$ cat config.mk
export PLATFORM = sky130hd
export DESIGN_NAME = idf_identify_words
export DESIGN_NICKNAME = d
export VERILOG_FILES = /design/src/idf_pkg.sv /design/src/idf_identify_words.sv /design/src/idf_word_mux.sv
export VERILOG_INCLUDE_DIRS = /design/src
export SDC_FILE = /design/constraint.sdc
export NUM_CORES = 1
export LEC_CHECK = 0
export BUFFER_PORTS_ARGS = -buffer_cell sky130_fd_sc_hd__buf_2
export CAP_MARGIN = 40
export CORE_MARGIN = 8
export CORE_UTILIZATION = 30
export DETAILED_ROUTE_END_ITERATION = 8
export GPL_TIMING_DRIVEN = 1
export PLACE_DENSITY_LB_ADDON = 0.3
export SLEW_MARGIN = 20
export SYNTH_ARGS = -nofsm -noshare
export SYNTH_HDL_FRONTEND = slang
export SYNTH_SLANG_ARGS = --single-unit
$ cat constraint.sdc
create_clock -name mclk_i -period 2.4 [get_ports mclk_i]
set_clock_uncertainty 0.1 [all_clocks]
set_input_delay 0.48 -clock mclk_i [delete_from_list [all_inputs] [get_ports mclk_i]]
set_output_delay 0.48 -clock mclk_i [all_outputs]
set_load 0.05 [all_outputs]
$ cat src/idf_regs.svh
`ifndef IDF_REGS_SVH
`define IDF_REGS_SVH

// identify word indices
`define IDF_W53 8'h35
`define IDF_W68 8'h44
`define IDF_W82 8'h52
`define IDF_W83 8'h53
`define IDF_W84 8'h54
`define IDF_W85 8'h55
`define IDF_W86 8'h56
`define IDF_W87 8'h57

// register port offsets
`define IDF_OFS_CFG 8'h00
`define IDF_OFS_EN 8'h04
`define IDF_OFS_W53 8'h08
`define IDF_OFS_W68 8'h0c

// bit positions
`define IDF_B_HEALTH 0
`define IDF_B_SECURITY 1
`define IDF_B_RMEDIA 2
`define IDF_B_PWRMGMT 3
`define IDF_B_PACKET 4
`define IDF_B_WCACHE 5
`define IDF_B_LOOKAHEAD 6
`define IDF_B_WRBUF 12
`define IDF_B_RDBUF 13
`define IDF_B_NOP 14
`define IDF_B_CARDSET 2
`define IDF_B_APM 3
`define IDF_B_SIG1 14
`define IDF_B_SIG0 15
`define IDF_B_W53_IORDY 1

// fixed patterns and reset values
`define IDF_W82_FIXED 16'h7008
`define IDF_W83_FIXED 16'h4004
`define IDF_SIG_WORD 16'h4000
`define IDF_CYCLE_NS 16'h0050
`define IDF_CFG_RST 8'h6b
`define IDF_EN_RST 8'h00

`endif

$ cat src/idf_pkg.sv
package idf_pkg;
	typedef struct packed {
		logic health;
		logic security;
		logic wcache;
		logic lookahead;
		logic apm;
	} idf_feat_type;

	typedef struct packed {
		logic [7:0] addr;
		logic [15:0] wdata;
		logic wr;
		logic rd;
	} idf_bus_type;
endpackage : idf_pkg

$ cat src/idf_identify_words.sv
// Operation
// word 68 gives IORDY minimum PIO cycle
// word 53 bit1 set when field supported
// PIO mode 3+ reports fastest mode time
// unsupported field with bit1 set reads zero
// host treats 0000h/FFFFh supported as unreported
// words 83/84 signature bit14 one, 15 zero
// word 82 bits 0,1,5,6 follow support
// word 82 bits 2,4,7-10 are zero
// word 82 bits 3,12,13,14 are one
// word 83 bits 0,1,4 zero, 2 set, 3 APM
// host treats feature words as advisory
// host treats 0000h/FFFFh enabled as unreported
// word 87 signature bit14 one, 15 zero
// word 85 bit0 health enable, retained
// word 85 bits 1,5,6 follow enabled state
// word 85 fixed bits mirror word 82
// word 86 bits 0,1,4 zero, 2 set, 3 APM
// each word read-only, selected by index
//
// Decided for this implementation: the address map and the strobed register port.
`timescale 1ns/1ps
`include "idf_regs.svh"

module idf_identify_words
	import idf_pkg::*;
(
	// clock and reset
	input wire logic mclk_i,
	input wire logic sys_rst_i,
	// register port
	input wire logic [7:0] reg_addr_i,
	input wire logic [15:0] reg_wdata_i,
	input wire logic reg_wr_i,
	input wire logic reg_rd_i,
	output logic [15:0] reg_rdata_o,
	// retained health enable from nonvolatile store
	input wire logic health_en_nv_i,
	output logic health_en_o,
	// feature events from command logic
	input wire logic security_set_i,
	input wire logic security_clr_i,
	// identify word read port
	input wire logic [7:0] word_idx_i,
	input wire logic word_rd_i,
	output logic [15:0] word_data_o,
	output logic word_valid_o
);
	// =========================================
	// register port decode
	idf_bus_type bus;
	assign bus = '{addr: reg_addr_i, wdata: reg_wdata_i, wr: reg_wr_i, rd: reg_rd_i};

	wire cfg_wr = bus.wr && (bus.addr == `IDF_OFS_CFG);
	wire en_wr = bus.wr && (bus.addr == `IDF_OFS_EN);
	wire cyc_wr = bus.wr && (bus.addr == `IDF_OFS_W68);

	// =========================================
	// capability and enable state
	logic [7:0] cfg_r;
	logic [7:0] en_r;
	logic [15:0] cyc_r;
	logic health_r;
	logic load_r;
	logic security_r;

	// cfg: 0 health,1 security,2 apm,3 wcache,4 lookahead,5 pio3+,6 other 64-70
	idf_feat_type sup;
	idf_feat_type en;
	logic w68_valid;

	assign sup = '{health: cfg_r[0], security: cfg_r[1], wcache: cfg_r[3],
		lookahead: cfg_r[4], apm: cfg_r[2]};
	assign w68_valid = cfg_r[5];
	// enable bits only stand where the feature exists
	assign en = '{health: health_r & sup.health, security: security_r & sup.security,
		wcache: en_r[3] & sup.wcache, lookahead: en_r[4] & sup.lookahead,
		apm: en_r[2] & sup.apm};

	always_ff @(posedge mclk_i) begin
		if (sys_rst_i) begin
			cfg_r <= `IDF_CFG_RST;
			en_r <= `IDF_EN_RST;
			cyc_r <= `IDF_CYCLE_NS;
		end else begin
			if (cfg_wr)
				cfg_r <= reg_wdata_i[7:0];
			if (en_wr)
				en_r <= reg_wdata_i[7:0];
			if (cyc_wr)
				cyc_r <= reg_wdata_i;
		end
	end

	// health enable reloads from retained store after reset, not a constant
	always_ff @(posedge mclk_i) begin
		if (sys_rst_i) begin
			load_r <= 1'b1;
			health_r <= 1'b0;
		end else if (load_r) begin
			load_r <= 1'b0;
			health_r <= health_en_nv_i;
		end else if (en_wr) begin
			health_r <= reg_wdata_i[0];
		end
	end
	assign health_en_o = health_r;

	// set wins over clear
	always_ff @(posedge mclk_i) begin
		if (sys_rst_i)
			security_r <= 1'b0;
		else if (security_set_i)
			security_r <= 1'b1;
		else if (security_clr_i)
			security_r <= 1'b0;
	end

	// =========================================
	// word selection
	logic [15:0] word_sel;
	logic word_hit;
	logic [15:0] w53_sel;

	idf_word_mux u_mux (
		.idx_i(word_idx_i),
		.sup_i(sup),
		.en_i(en),
		.w68_valid_i(w68_valid),
		.other_6470_i(cfg_r[6]),
		.cyc_ns_i(cyc_r),
		.word_o(word_sel),
		.hit_o(word_hit)
	);

	idf_word_mux u_mux_w53 (
		.idx_i(`IDF_W53),
		.sup_i(sup),
		.en_i(en),
		.w68_valid_i(w68_valid),
		.other_6470_i(cfg_r[6]),
		.cyc_ns_i(cyc_r),
		.word_o(w53_sel),
		.hit_o()
	);

	// =========================================
	// read data registers
	logic [15:0] word_r;
	logic word_v_r;
	logic [15:0] rdata_r;
	logic [15:0] rd_mux;

	assign rd_mux = (bus.addr == `IDF_OFS_CFG) ? {8'h00, cfg_r} :
		(bus.addr == `IDF_OFS_EN) ? {8'h00, 3'b000, en.lookahead, en.wcache,
			en.apm, en.security, en.health} :
		(bus.addr == `IDF_OFS_W53) ? w53_sel :
		(bus.addr == `IDF_OFS_W68) ? cyc_r : 16'h0000;

	always_ff @(posedge mclk_i) begin
		if (sys_rst_i) begin
			word_r <= 16'h0000;
			word_v_r <= 1'b0;
			rdata_r <= 16'h0000;
		end else begin
			word_v_r <= word_rd_i;
			if (word_rd_i)
				word_r <= word_hit ? word_sel : 16'h0000;
			rdata_r <= bus.rd ? rd_mux : 16'h0000;
		end
	end

	assign word_data_o = word_r;
	assign word_valid_o = word_v_r;
	assign reg_rdata_o = rdata_r;
endmodule : idf_identify_words

$ cat src/idf_word_mux.sv
`timescale 1ns/1ps
`include "idf_regs.svh"

module idf_word_mux
	import idf_pkg::*;
(
	// selection
	input wire logic [7:0] idx_i,
	// feature state
	input wire idf_feat_type sup_i,
	input wire idf_feat_type en_i,
	input wire logic w68_valid_i,
	input wire logic other_6470_i,
	input wire logic [15:0] cyc_ns_i,
	// result
	output logic [15:0] word_o,
	output logic hit_o
);
	// =========================================
	// word assembly
	logic [15:0] w53;
	logic [15:0] w68;
	logic [15:0] w82;
	logic [15:0] w83;
	logic [15:0] w85;
	logic [15:0] w86;

	assign w53 = 16'(w68_valid_i | other_6470_i) << `IDF_B_W53_IORDY;
	assign w68 = w68_valid_i ? cyc_ns_i : 16'h0000;
	assign w82 = `IDF_W82_FIXED
		| (16'(sup_i.health) << `IDF_B_HEALTH)
		| (16'(sup_i.security) << `IDF_B_SECURITY)
		| (16'(sup_i.wcache) << `IDF_B_WCACHE)
		| (16'(sup_i.lookahead) << `IDF_B_LOOKAHEAD);
	assign w83 = `IDF_W83_FIXED | (16'(sup_i.apm) << `IDF_B_APM);
	assign w85 = `IDF_W82_FIXED
		| (16'(en_i.health) << `IDF_B_HEALTH)
		| (16'(en_i.security) << `IDF_B_SECURITY)
		| (16'(en_i.wcache) << `IDF_B_WCACHE)
		| (16'(en_i.lookahead) << `IDF_B_LOOKAHEAD);
	assign w86 = (16'h0001 << `IDF_B_CARDSET) | (16'(en_i.apm) << `IDF_B_APM);

	always_comb begin
		hit_o = 1'b1;
		unique case (idx_i)
			`IDF_W53: word_o = w53;
			`IDF_W68: word_o = w68;
			`IDF_W82: word_o = w82;
			`IDF_W83: word_o = w83;
			`IDF_W84: word_o = `IDF_SIG_WORD;
			`IDF_W85: word_o = w85;
			`IDF_W86: word_o = w86;
			`IDF_W87: word_o = `IDF_SIG_WORD;
			default: begin
				word_o = 16'h0000;
				hit_o = 1'b0;
			end
		endcase
	end
endmodule : idf_word_mux
==> impl_metrics.env <==
export IMPL_synthesis_nets=310
export IMPL_grt_pass1_vias=2210
export IMPL_place_gp_congestion=0.798
export IMPL_antenna_left=0
export IMPL_first_pass_iters=4
export IMPL_io_buffers=73
export IMPL_via_per_inst=4.85
export IMPL_hp_class="in -> reg"
export IMPL_grt_first_pass_wirelength_mm=11.3
export IMPL_vias=2231
export IMPL_async_flop_share=0
export IMPL_final_hold_violation_count=0
export IMPL_timing_fmax_ghz=0.553
export IMPL_min_period_ns=1.81
export IMPL_arrival_ns=1.99
export IMPL_dr_first_iter_drc_count=151
export IMPL_fillers=881
export IMPL_synth_top_area_cell="dfxtp_1"
export IMPL_clk_path_buf_depth=2
export IMPL_syn_area_per_cell_um2=9.69
export IMPL_vdd_drop_max_v=0.000252
export IMPL_synth_edf_count=0
export IMPL_track_usage=0.124
export IMPL_antenna_found_initial=0
export IMPL_drc=0
export IMPL_grt_ovfl_total=0
export IMPL_synth_area_top_cells="dfxtp_1 (48%), mux2i_1 (11%), nor2_1 (5.3%)"
export IMPL_cts_root_buf="clkbuf_8"
export IMPL_fin_nets=387
export IMPL_period_share=0.754
export IMPL_ys_ff_latch=63
export IMPL_setup_slack_ns=0.590
export IMPL_drv_slew=0
export IMPL_synth_cells=270
export IMPL_n_antenna_cell=0
export IMPL_area_delta_synth_final_pct=27.6
export IMPL_ios=74
export IMPL_die_h_um=109
export IMPL_start_kind="input pin"
export IMPL_cap_violations=0
export IMPL_dp_hpwl_mm=5.31
export IMPL_totalWireLength_mm=7.20
export IMPL_end_kind="register"
export IMPL_start_util=0.305
export IMPL_ys_flop_type="dfxtp_1"
export IMPL_cts_resized=0
export IMPL_drive_gt1_frac=0.315
export IMPL_worstSetupPathType="in -> reg"
export IMPL_clock_sinks=63
export IMPL_grt_setup_unrepaired="false"
export IMPL_hold_buffers=0
export IMPL_dieArea_um2=12000
export IMPL_dieWidth_um=109
export IMPL_synthesis_area_um2=2620
export IMPL_clk_pin_slew_worst_paths_ns=0.07
export IMPL_tns_ns=0
export IMPL_wl_per_cell_um=15.6
export IMPL_cp_max_fo=13
export IMPL_row_count=34
export IMPL_synth_seq_area_share=0.482
export IMPL_synth_most_common_cell="dfxtp_1"
export IMPL_p_leak_nw=1.56
export IMPL_pre_cts_ws_ns=0.222
export IMPL_synthDominantCellAreaShare=0.482
export IMPL_core_area_um2=8590
export IMPL_htree_levels=3
export IMPL_ys_types=44
export IMPL_maxSlewHeadroom=0.579
export IMPL_grt_max_degree=22
export IMPL_cp_required_ns=2.58
export IMPL_outcome="finished clean"
export IMPL_cts_tree="built"
export IMPL_yosys_top_cells_count="dfxtp_1 (63), nor2_1 (37), mux2i_1 (29)"
export IMPL_cts_buffers=9
export IMPL_ys_warn_count=0
export IMPL_clk_latency_ns=0.35
export IMPL_worst_pin_slew_ns=0.630
export IMPL_postCtsSetupRepairBufs=0
export IMPL_powerDensity_nw_per_um2=695
export IMPL_setup_viol=0
## cells by family (layout without fill, tap and decap cells)
logic type	Yosys count	in the layout	synth area share
AND/OR/NAND/NOR	106	106	0.228
flip-flops	63	63	0.482
AO/OA/AOI/OAI	49	49	0.137
XOR/XNOR	1	1	0.00335
buffers and inverters	22	104	0.0387
multiplexers	29	29	0.111
## layout by cell type (no fill, tap or decap), drive strengths merged, types with 2 or more instances in the layout
master,n
buf,79
dfxtp,63
nor2,37
mux2i,29
nand2,19
a21oi,15
and2,10
nand2b,10
clkbuf,10
inv,8
nand3,8
a22oi,8
nor3,7
o21ai,7
o211ai,5
nand4,4
a21boi,4
bufinv,3
clkinv,3
a211oi,2
a32oi,2
nor2b,2
a31oi,2
or4b,2
nor4b,2
## path summary, 6_finish.rpt
check / from / end / slack, ns / cells after the start
hold reg to reg: word_data_o[11]$_SDFFE_PP0P_ / word_data_o[11]$_SDFFE_PP0P_ / 0.37 / 2
setup / recovery: word_idx_i[5] / word_data_o[5]$_SDFFE_PP0P_ / 0.59 / 5
setup reg to reg: cfg_r[5]$_SDFFE_PP1P_ / word_data_o[1]$_SDFFE_PP0P_ / 0.82 / 5
hold / removal: security_set_i / security_r$_SDFFE_PP0P_ / 0.24 / 3
## layout make-up
cell class | instances | area (um2) | area share
Clock buffer | 10 | 138 | 0.0412
Timing Repair Buffer | 79 | 410 | 0.123
Clock inverter | 6 | 108 | 0.0322
Multi-Input combinational cell | 185 | 1250 | 0.376
Sequential cell | 63 | 1260 | 0.378
Tap cell | 108 | 135 | 0.0404
Inverter | 9 | 33.8 | 0.0101
## state kept, by name (all words and copies together), names as in the netlist, 3 cells and up
register     flops
cyc_r           16
cfg_r            8
word_data_o     16
en_r             3
reg_rdata_o     16
## through the flow
step	hold WS (ns)	area [um2]	power, mW	instances	util
6_report	0.240	3340	2.32	460	0.389
2_1_floorplan	0.337	2620	1.15	270	-
4_1_cts	0.231	3340	2.35	460	0.389
3_5_place_dp	0.360	3100	1.20	444	0.360
3_3_place_gp	0.346	3100	1.20	444	0.360
5_1_grt	0.245	3340	2.40	460	0.389
## layer usage
metal	up-vias	GRT usage	part of all wire
met1	1031	0.140	0.40
met2	78	0.195	0.47
met5	-	0	0
li1	1102	-	-
met3	20	0.0434	0.095
met4	0	0.0829	0.028
## critical path, cell delays in order
cell and delay, ns:
buf_2 0.10, or4b_4 0.65, o32ai_4 0.40, nand3_4 0.17, a22oi_2 0.18
## where the power goes
part	switching, mW	internal, mW	leakage, nW
clock network	0.429	0.714	0.122
logic	0.0780	0.0487	0.924
registers	0.00307	1.05	0.509
total	0.510	1.81	1.56
(Power assumes the default switching activity.)
